<file path="src/adc_port_pkg.sv">
// Constants shared by the converter output port and its capture logic.
// Assumes both ends sit on one 10 MHz system clock.
package adc_port_pkg;
	localparam int          WORD_WIDTH       = 16;
	localparam int          MSB_POS          = 15;
	localparam int          LSB_POS          = 0;
	localparam int          PIPE_LATENCY     = 7;
	localparam int          CLK_PERIOD_NS    = 100;
	localparam int          SAMPLE_PERIOD_NS = 800;
	localparam int          SAMPLE_DIV       = SAMPLE_PERIOD_NS / CLK_PERIOD_NS;
	localparam logic [15:0] CODE_MAX         = 16'hFFFF;
	localparam logic [15:0] CODE_MIN         = 16'h0000;
	localparam logic [15:0] MSB_MASK         = 16'h8000;

	typedef enum logic [1:0] {
		mode_ob_dcs_off  = 2'b00,
		mode_ob_dcs_on   = 2'b01,
		mode_tc_dcs_on   = 2'b10,
		mode_tc_dcs_off  = 2'b11
	} format_mode_type;

	// Register map of the capture logic
	localparam logic [3:0] ADDR_DATA   = 4'h0;
	localparam logic [3:0] ADDR_STATUS = 4'h1;
	localparam logic [3:0] ADDR_MASK   = 4'h2;
	localparam logic [3:0] ADDR_CTRL   = 4'h3;
	localparam int         ST_SAMPLE   = 0;
	localparam int         ST_OVF      = 1;
	localparam int         CTRL_DESCR  = 0;
endpackage

</file>
<file path="src/adc_port_if.sv">
// Parallel output pins between converter and capture logic.
// Assumes the bench resolves driven values from the enable.
`timescale 1ns/10ps
interface adc_port_if;
	logic        sample_clk;
	logic [15:0] sample_word_bits;
	logic        range_overflow_flag;
	logic        valid_strobe_negative;
	logic        valid_strobe_positive;
	logic        drive_en;

	modport converter (
		input  sample_clk,
		output sample_word_bits,
		output range_overflow_flag,
		output valid_strobe_negative,
		output valid_strobe_positive,
		output drive_en
	);
	modport capture (
		output sample_clk,
		input  sample_word_bits,
		input  range_overflow_flag,
		input  valid_strobe_negative,
		input  valid_strobe_positive,
		input  drive_en
	);
endinterface

</file>
<file path="src/adc_converter_port.sv">
// Converter end: pipelined sample path, coding, scrambling, output drive.
// Assumes sample clock arrives as a pin from the capture side.
//
// Contract
// - Falling sample clock edge starts each conversion.
// - Receiver may capture on rising clock edge.
// - Result appears seven sample cycles after sampling.
// - Power-down high floats outputs, halts analog.
// - Dither added only while dither pin high.
// - Sixteen-bit word, bit fifteen is MSB.
// - Negative strobe toggles per sample; capture falling.
// - Positive strobe is complement; capture rising.
// - Overflow flag high on over/underflow.
// - Output enable low drives, high floats.
// - Format pin selects coding and duty correction.
// - Scramble: bits one-fifteen XOR bit zero.
// - Receiver XORs LSB back into other bits.
// - Gain pin selects front-end gain and range.
`timescale 1ns/10ps
module adc_converter_port
	import adc_port_pkg::*;
#(
	parameter int LATENCY = PIPE_LATENCY
) (
	input  wire logic                   clk_i,
	input  wire logic                   reset_n_i,
	adc_port_if.converter               port,
	input  wire logic [WORD_WIDTH-1:0]  analog_code_i,
	input  wire logic                   analog_over_i,
	input  wire logic                   analog_under_i,
	input  wire logic                   power_down_pin_i,
	input  wire logic                   dither_enable_pin_i,
	input  wire logic                   output_enable_n_i,
	input  wire adc_port_pkg::format_mode_type mode_pin_i,
	input  wire logic                   scramble_select_pin_i,
	input  wire logic                   gain_select_pin_i,
	output logic                        duty_stabilizer_o,
	output logic                        gain_high_o
);
	import adc_port_pkg::*;

	// Refuse pipeline depths the shift chain is not sized for
	if (LATENCY < 1 || LATENCY > 32) begin : g_latency_check
		$error("LATENCY out of range");
	end

	////////////////////////////////////////////////////////////////////////
	// Pin synchronisers
	// Not reset: reset lasts long enough to flush them
	logic [1:0] clk_sync;
	logic [1:0] pd_sync;
	logic [1:0] dither_sync;
	logic [1:0] oe_sync;
	logic [1:0] scramble_sync;
	logic [1:0] gain_sync;
	logic [1:0] mode0_sync;
	logic [1:0] mode1_sync;
	logic       clk_prev;

	always_ff @(posedge clk_i) begin
		clk_sync      <= {clk_sync[0], port.sample_clk};
		pd_sync       <= {pd_sync[0], power_down_pin_i};
		dither_sync   <= {dither_sync[0], dither_enable_pin_i};
		oe_sync       <= {oe_sync[0], output_enable_n_i};
		scramble_sync <= {scramble_sync[0], scramble_select_pin_i};
		gain_sync     <= {gain_sync[0], gain_select_pin_i};
		mode0_sync    <= {mode0_sync[0], mode_pin_i[0]};
		mode1_sync    <= {mode1_sync[0], mode_pin_i[1]};
	end

	always_ff @(posedge clk_i) begin
		if (!reset_n_i)
			clk_prev <= 1'b0;
		else
			clk_prev <= clk_sync[1];
	end

	logic            sample_fall;
	logic            sample_rise;
	format_mode_type mode;
	assign sample_fall = clk_prev & ~clk_sync[1];
	assign sample_rise = ~clk_prev & clk_sync[1];
	assign mode        = format_mode_type'({mode1_sync[1], mode0_sync[1]});

	////////////////////////////////////////////////////////////////////////
	// Static controls
	always_ff @(posedge clk_i) begin
		if (!reset_n_i) begin
			duty_stabilizer_o <= 1'b0;
			gain_high_o       <= 1'b0;
		end else begin
			duty_stabilizer_o <= (mode == mode_ob_dcs_on) || (mode == mode_tc_dcs_on);
			gain_high_o       <= gain_sync[1];
		end
	end

	////////////////////////////////////////////////////////////////////////
	// Sample, dither and pipeline
	logic [WORD_WIDTH-1:0] dither_lfsr;
	logic [WORD_WIDTH-1:0] pipe_word [LATENCY];
	logic                  pipe_ovf  [LATENCY];

	always_ff @(posedge clk_i) begin
		if (!reset_n_i)
			dither_lfsr <= 16'h0001;
		else if (sample_fall)
			dither_lfsr <= {dither_lfsr[14:0],
				dither_lfsr[15] ^ dither_lfsr[13] ^ dither_lfsr[12] ^ dither_lfsr[10]};
	end

	// Dither nudges the code by one step, never past full scale
	function automatic logic [WORD_WIDTH-1:0] add_dither(
		input logic [WORD_WIDTH-1:0] code,
		input logic                  en,
		input logic                  bit_in
	);
		logic [WORD_WIDTH-1:0] res;
		res = code;
		if (en && bit_in && code != CODE_MAX)
			res = code + 16'h0001;
		return res;
	endfunction

	logic [WORD_WIDTH-1:0] held_code;
	logic                  held_ovf;
	always_comb begin
		held_code = add_dither(analog_code_i, dither_sync[1], dither_lfsr[0]);
		held_ovf  = analog_over_i | analog_under_i;
		if (analog_over_i)
			held_code = CODE_MAX;
		else if (analog_under_i)
			held_code = CODE_MIN;
	end

	// Power-down freezes the chain; its depth sets the latency
	always_ff @(posedge clk_i) begin
		if (!reset_n_i) begin
			for (int i = 0; i < LATENCY; i++) begin
				pipe_word[i] <= CODE_MIN;
				pipe_ovf[i]  <= 1'b0;
			end
		end else if (sample_fall && !pd_sync[1]) begin
			pipe_word[0] <= held_code;
			pipe_ovf[0]  <= held_ovf;
			for (int i = 1; i < LATENCY; i++) begin
				pipe_word[i] <= pipe_word[i-1];
				pipe_ovf[i]  <= pipe_ovf[i-1];
			end
		end
	end

	////////////////////////////////////////////////////////////////////////
	// Coding, scrambling and output registers
	function automatic logic [WORD_WIDTH-1:0] scramble(
		input logic [WORD_WIDTH-1:0] w,
		input logic                  en
	);
		logic [WORD_WIDTH-1:0] res;
		res = w;
		if (en)
			res[MSB_POS:1] = w[MSB_POS:1] ^ {MSB_POS{w[LSB_POS]}};
		return res;
	endfunction

	logic                  twos_comp;
	logic [WORD_WIDTH-1:0] coded_word;
	assign twos_comp  = (mode == mode_tc_dcs_on) || (mode == mode_tc_dcs_off);
	assign coded_word = twos_comp ? (pipe_word[LATENCY-1] ^ MSB_MASK)
	                              : pipe_word[LATENCY-1];

	logic [WORD_WIDTH-1:0] out_word;
	logic                  out_ovf;
	logic                  strobe_neg;

	always_ff @(posedge clk_i) begin
		if (!reset_n_i) begin
			out_word <= CODE_MIN;
			out_ovf  <= 1'b0;
		end else if (sample_fall && !pd_sync[1]) begin
			out_word <= scramble(coded_word, scramble_sync[1]);
			out_ovf  <= pipe_ovf[LATENCY-1];
		end
	end

	// Strobe falls half a sample after the word changes, mid-eye
	// Idles high so the receiver sees no false edge after reset
	always_ff @(posedge clk_i) begin
		if (!reset_n_i)
			strobe_neg <= 1'b1;
		else if (sample_fall)
			strobe_neg <= 1'b1;
		else if (sample_rise)
			strobe_neg <= 1'b0;
	end

	// Outputs float while disabled or powered down
	always_ff @(posedge clk_i) begin
		if (!reset_n_i)
			port.drive_en <= 1'b0;
		else
			port.drive_en <= ~oe_sync[1] & ~pd_sync[1];
	end

	assign port.sample_word_bits      = out_word;
	assign port.range_overflow_flag   = out_ovf;
	assign port.valid_strobe_negative = strobe_neg;
	assign port.valid_strobe_positive = ~strobe_neg;
endmodule

</file>
<file path="src/flat_wrapper.sv">
// flat-port wrapper written by rule: the top's interface ports become plain ports
module adc_converter_port_flat import adc_port_pkg::*;
#(
	parameter int LATENCY = PIPE_LATENCY
)
  (clk_i, reset_n_i, analog_code_i, analog_over_i, analog_under_i, power_down_pin_i, dither_enable_pin_i, output_enable_n_i, mode_pin_i, scramble_select_pin_i, gain_select_pin_i, duty_stabilizer_o, gain_high_o, port_sample_clk, port_sample_word_bits, port_range_overflow_flag, port_valid_strobe_negative, port_valid_strobe_positive, port_drive_en);
  adc_port_if port_i ();
  input  wire logic clk_i;
  input  wire logic reset_n_i;
  input  wire logic [WORD_WIDTH-1:0] analog_code_i;
  input  wire logic analog_over_i;
  input  wire logic analog_under_i;
  input  wire logic power_down_pin_i;
  input  wire logic dither_enable_pin_i;
  input  wire logic output_enable_n_i;
  input  wire adc_port_pkg::format_mode_type mode_pin_i;
  input  wire logic scramble_select_pin_i;
  input  wire logic gain_select_pin_i;
  output logic duty_stabilizer_o;
  output logic gain_high_o;
  input wire logic [$bits(port_i.sample_clk)-1:0] port_sample_clk;
  output wire logic [$bits(port_i.sample_word_bits)-1:0] port_sample_word_bits;
  output wire logic [$bits(port_i.range_overflow_flag)-1:0] port_range_overflow_flag;
  output wire logic [$bits(port_i.valid_strobe_negative)-1:0] port_valid_strobe_negative;
  output wire logic [$bits(port_i.valid_strobe_positive)-1:0] port_valid_strobe_positive;
  output wire logic [$bits(port_i.drive_en)-1:0] port_drive_en;
  assign port_i.sample_clk = port_sample_clk;
  assign port_sample_word_bits = port_i.sample_word_bits;
  assign port_range_overflow_flag = port_i.range_overflow_flag;
  assign port_valid_strobe_negative = port_i.valid_strobe_negative;
  assign port_valid_strobe_positive = port_i.valid_strobe_positive;
  assign port_drive_en = port_i.drive_en;
  adc_converter_port #(.LATENCY(LATENCY)) u_core (.clk_i(clk_i), .reset_n_i(reset_n_i), .port(port_i), .analog_code_i(analog_code_i), .analog_over_i(analog_over_i), .analog_under_i(analog_under_i), .power_down_pin_i(power_down_pin_i), .dither_enable_pin_i(dither_enable_pin_i), .output_enable_n_i(output_enable_n_i), .mode_pin_i(mode_pin_i), .scramble_select_pin_i(scramble_select_pin_i), .gain_select_pin_i(gain_select_pin_i), .duty_stabilizer_o(duty_stabilizer_o), .gain_high_o(gain_high_o));
endmodule
</file>
<file path="config.mk">
export PLATFORM = sky130hd
export DESIGN_NAME = adc_converter_port_flat
export DESIGN_NICKNAME = d
export VERILOG_FILES = /design/src/adc_port_pkg.sv /design/src/adc_port_if.sv /design/src/adc_converter_port.sv /design/src/flat_wrapper.sv
export SDC_FILE = /design/constraint.sdc
export NUM_CORES = 1
export LEC_CHECK = 0
export ABC_AREA = 1
export BUFFER_PORTS_ARGS = -buffer_cell sky130_fd_sc_hd__buf_2
export CAP_MARGIN = 5
export CORE_MARGIN = 4
export CORE_UTILIZATION = 55
export DETAILED_ROUTE_END_ITERATION = 12
export GPL_TIMING_DRIVEN = 0
export PLACE_DENSITY_LB_ADDON = 0.3
export SYNTH_ARGS = -nofsm -noshare
export SYNTH_HDL_FRONTEND = slang
export SYNTH_SLANG_ARGS = --single-unit
</file>
<file path="constraint.sdc">
create_clock -name clk_i -period 4.7 [get_ports clk_i]
set_clock_uncertainty 0.05 [all_clocks]
set_input_delay 0.705 -clock clk_i [delete_from_list [all_inputs] [get_ports clk_i]]
set_output_delay 0.705 -clock clk_i [all_outputs]
set_load 0.005 [all_outputs]
</file>
* Word level (Yosys, flattened, before mapping)
Memory sizes are Yosys's and may differ from the RTL's. A register that Yosys moved wholly into a read port is not among the register bits.
Cells that the tools add are included.
** Word-level totals
- Register bits :: 53
- Bits in writable memories :: 119
- Input port bits :: 28
- Output and inout port bits :: 22
- Logic and storage cells :: 82
- Memories :: 2
** Cells by class
- Add/sub/neg operators :: 1
- Equality and inequality tests :: 4
- Mux-type cells :: 23
- Bitwise operators :: 29
- Reduce and logical (&&, ||, !) cells :: 8
** Memory list
- u_core.pipe_word :: depth 7, bits a word 16, read ports 7, clocked after memory_dff 0, write ports 7, line adc_converter_port.sv:100 : logic [WORD_WIDTH-1:0] pipe_word [LATENCY];
- u_core.pipe_ovf :: depth 7, bits a word 1, read ports 7, clocked after memory_dff 1, write ports 7, line adc_converter_port.sv:101 : logic pipe_ovf [LATENCY];
** Operator list (number)
- 2-to-1 mux 16 bit :: 11
- adder 16 x 1 -> 16 bit, second input constant :: 1
- != test 16 bit, second input constant :: 1
- 2-to-1 mux 15 bit :: 1
- OR 1 bit :: 15
- XOR 15 bit :: 1
- 2-to-1 mux 1 bit :: 11
- NOT 1 bit :: 7
- == test 2 bit, second input constant :: 2
- AND 1 bit :: 3
- logical AND 1 bit :: 3
- XOR 1 bit :: 3
- == test 2 x 1 -> 1 bit, second input constant :: 1
- logical NOT 1 bit :: 2
- logical OR 1 bit :: 2
- OR reduction 2 bit :: 1

* Longest topological paths before layout
- Depth in word-level cells :: 7
- Gate-level depth with buffers :: 11
- Depth with buffers taken out :: 11

* Worst setup path after synthesis
No wires, ideal clock.
- Kind :: in2reg
- Start point :: input reset_n_i
- End point :: memory u_core.pipe_ovf[5], enable pin
- Setup time :: 1.046 ns
- Data arrival time :: 2.775 ns
- Data required time :: 3.604 ns
- Slack :: 0.829 ns
- Stages on the path :: 2
- Path buffers :: 1
- Path through :: buf_2 > nand2_1
** RTL lines
- from (decl) :: line flat_wrapper.sv:9 : input wire logic reset_n_i;
- to (decl) :: line adc_converter_port.sv:101

==> qor.yml <==
clock_network:
  cts.sinks: 173
  cts_buffers: 17
  post_cts_buffers: 0
  clk_latency_ns: 0.42
  cts-root-buf: "clkbuf_16"
  cts.clk_slew.worst_paths_ns: 0.06
  cts_resized: 0
  cts-hold-fix-buffers: 0
  htreeDepth: 4
  cts_tree: "yes"
  cts_buffer_depth: 2
synth:
  yosysSeqAreaShare_pct: 66.39
  syn_area_um2: 6935
  ys.flop_type: "edfxtp_1"
  synth_warnings: 0
  syn_area_per_cell_um2: 9.936
  synth_nets: 729
  synth_cell_types: 28
  yosysTopAreaCell: "edfxtp_1"
  yosysTopAreaCellShare_pct: 49.36
  yosysMostFrequentCell: "nor2_1"
  async_reset_ff_share_pct: 0
  synth_seq_cells: 173
  synth_cells: 698
  synth.area.top_cells: "edfxtp_1 (49%), dfxtp_1 (17%), nor2_1 (7.5%)"
  synth_common_cells: "nor2_1 (138), inv_1 (129), edfxtp_1 (114)"
  synth_edf_count: 114
job:
  maxCapViolCount: 0
floorplanning:
  boundaryPins: 50
  start_util_pct: 57.03
  die_w_um: 120.3
  num_rows: 40
  die_area_um2: 14470
  die_h_um: 120.3
  core_um2: 12160
drt:
  drtIter0Drc: 273
  routed_wl_um: 12000
  firstDrtPassIters: 4
  drcViolationCount: 0
  num_vias: 4612
  drt-wirelength-per-cell_um: 12.67
  detail-route-antenna-nets: 0
  vias_per_cell: 4.870
sta:
  slew_viol_final: 0
  hold_violations: 0
  slew_headroom_pct: 49.34
  layout_min_cycle_time_ns: 2.248
  setup_ws_ns: 2.452
  finalCritPeriodShare_pct: 47.83
  worst_slew_pin_slew_ns: 0.7593
  fmax_mhz: 444.9
  rsz0062_at_grt: "no"
  setup_violations: 0
  whs_ns: 0.2765
finish:
  area_growth_pct: 15.46
  num_antenna_cells: 0
  final_nets: 797
  multi_input_area_um2: 1690
  design_area_um2: 8008
  drive_gt1_share_pct: 15.28
  layoutNonFillerInstCount: 947
  n_fill_cell: 942
  ff_latch_area_um2: 4604
pwr:
  pwr-share-seq_pct: 53.2
  ir_drop_mv: 0.2738
  p_sw_share_pct: 21.16
  leakage_nw: 3.526
  fin_total_pwr_w: 0.003223
  p_sw_w: 0.0006822
  p_clk_share_pct: 41.7
  p_per_area_nw_per_um2: 402.5
  p_int_w: 0.002541
  p_comb_share_pct: 5.1
critical_path:
  r2r_start: "u_core.clk_sync[1]$_DFF_P_"
  reg2reg_setup_slack_ns: 2.45
  cp.arrival_ns: 2.29
  worst_ep_required_time_ns: 4.75
  crit_fanout: 60
  end_kind: "register"
  start_kind: "register"
  ff2ff_path_depth: 7
  worstSetupPathType: "reg2reg"
  regToRegEndpoint: "u_core.pipe_word[0][24]$_SDFFCE_PN0P_"
grt:
  grt.total_usage_pct: 17.99
  top_usage_layer: "met2"
  overflow: 0
  grt_pass1_vias: 4490
  use_met3_pct: 4.771
  grt_pass1_wl_um: 20320
  grt.met2_usage_pct: 33.83
  grt_max_degree: 61
  antenna_found_initial: 0
  use_met1_pct: 18.82
placement:
  placed_cells: 915
  dpl_cell_area_um2: 7421
  dp_hpwl_um: 8336
  io_buffers: 48
  place.gp.congestion: 0.8845
  place_ws_ns: 2.441
min_path:
  whs_endpoint: "u_core.gain_sync[1]$_DFF_P_"
  whs_path_depth: 0
  hold_class: "reg2reg"
  min-delay-start: "u_core.gain_sync[0]$_DFF_P_"
run_status:
  status: "finished clean"
==> stage by stage <==
stage / util (%) / TNS (ns)
finish: 65.84 / 0
global placement: 60.73 / -12.01
CTS: 65.84 / 0
detailed placement: 61.02 / 0
floorplan: - / 0
global route: 65.84 / 0
==> layer usage <==
metal	part of all wire, %	wire, um
met1	39	4691
met2	54	6513
met3	4.4	523
met4	2.2	267
met5	0	0
==> kinds of logic (layout without fill, tap and decap cells) <==
kind of cell	count (synthesis)	after routing	share of synthesized area (%)
DFF	173	173	66.39
adders and majority gates	3	3	0.5413
buffers and inverters	162	243	9.345
and+or+nand+nor	282	282	17.07
xor gates and xnor gates	16	16	2.021
AOI/OAI and AO/OA	62	62	4.637
==> registers in the layout, summed over array words and instances, names as in the netlist, 2 cells and up <==
register / cells
u_core.mode1_sync: 2
u_core.dither_sync: 2
u_core.port.sample_word_bits: 16
u_core.clk_sync: 2
u_core.gain_sync: 2
u_core.pipe_word: 112
u_core.pipe_ovf: 7
u_core.mode0_sync: 2
u_core.pd_sync: 2
u_core.oe_sync: 2
u_core.scramble_sync: 2
u_core.dither_lfsr: 16
==> final cells by class <==
cell class              instances  area share, %
repair buffers                 49          3.344
clock inverters                 9         0.6875
flip-flops and latches        173          57.50
plain buffers                  28          1.797
well taps                     168          2.625
inverters                     134          6.297
multi-input cells             363          21.11
clock buffers                  23          6.641
==> worst max-delay path by stage <==
stage / end / start / cells after the start
4_1_cts: u_core.pipe_word[1][11]$_SDFFCE_PN0P_ / u_core.clk_sync[1]$_DFF_P_ / 7
2_1_floorplan: u_core.pipe_ovf[5]$_DFFE_PP_ / reset_n_i / 2
3_5_place_dp: u_core.pipe_word[0][23]$_SDFFCE_PN0P_ / reset_n_i / 3
3_3_place_gp: u_core.pipe_word[0][27]$_SDFFCE_PN0P_ / reset_n_i / 2
6_report: u_core.pipe_word[0][24]$_SDFFCE_PN0P_ / u_core.clk_sync[1]$_DFF_P_ / 7
5_1_grt: u_core.pipe_word[0][24]$_SDFFCE_PN0P_ / u_core.clk_sync[1]$_DFF_P_ / 7
==> placed cells by master, fill, tap and decap left out, types with 10 or more instances in the layout <==
cell type	synthesis	final
nor2_1	138	138
inv_1	129	130
edfxtp_1	114	114
nand2_1	84	83
buf_2	16	64
dfxtp_1	59	59
nand3_1	41	41
o21ai_0	32	32
a21oi_1	24	24
clkbuf_16	0	20
clkbuf_1	9	10
xnor2_1	10	10
==> worst max-delay path, cell delays in order (launching register included) <==
cell and delay (ns):
dfxtp_1 0.33, inv_2 0.06, nand2_2 0.06, nor2_4 0.19, inv_2 0.06, buf_2 0.19
nand2_4 0.58, buf_16 0.34
==> power groups by stage <==
| stage | logic (W) | registers [W] | clock network, W |
|---|---|---|---|
| after floorplan | 0.000107 | 0.00175 | 0 |
| after global placement | 0.000155 | 0.00175 | 0 |
| after detailed placement | 0.000165 | 0.00175 | 0 |
| after CTS | 0.000167 | 0.00171 | 0.00136 |
| after global routing | 0.000189 | 0.00172 | 0.00142 |
| final | 0.000166 | 0.00171 | 0.00134 |
Note: power is estimated with default switching activity, not from simulation.
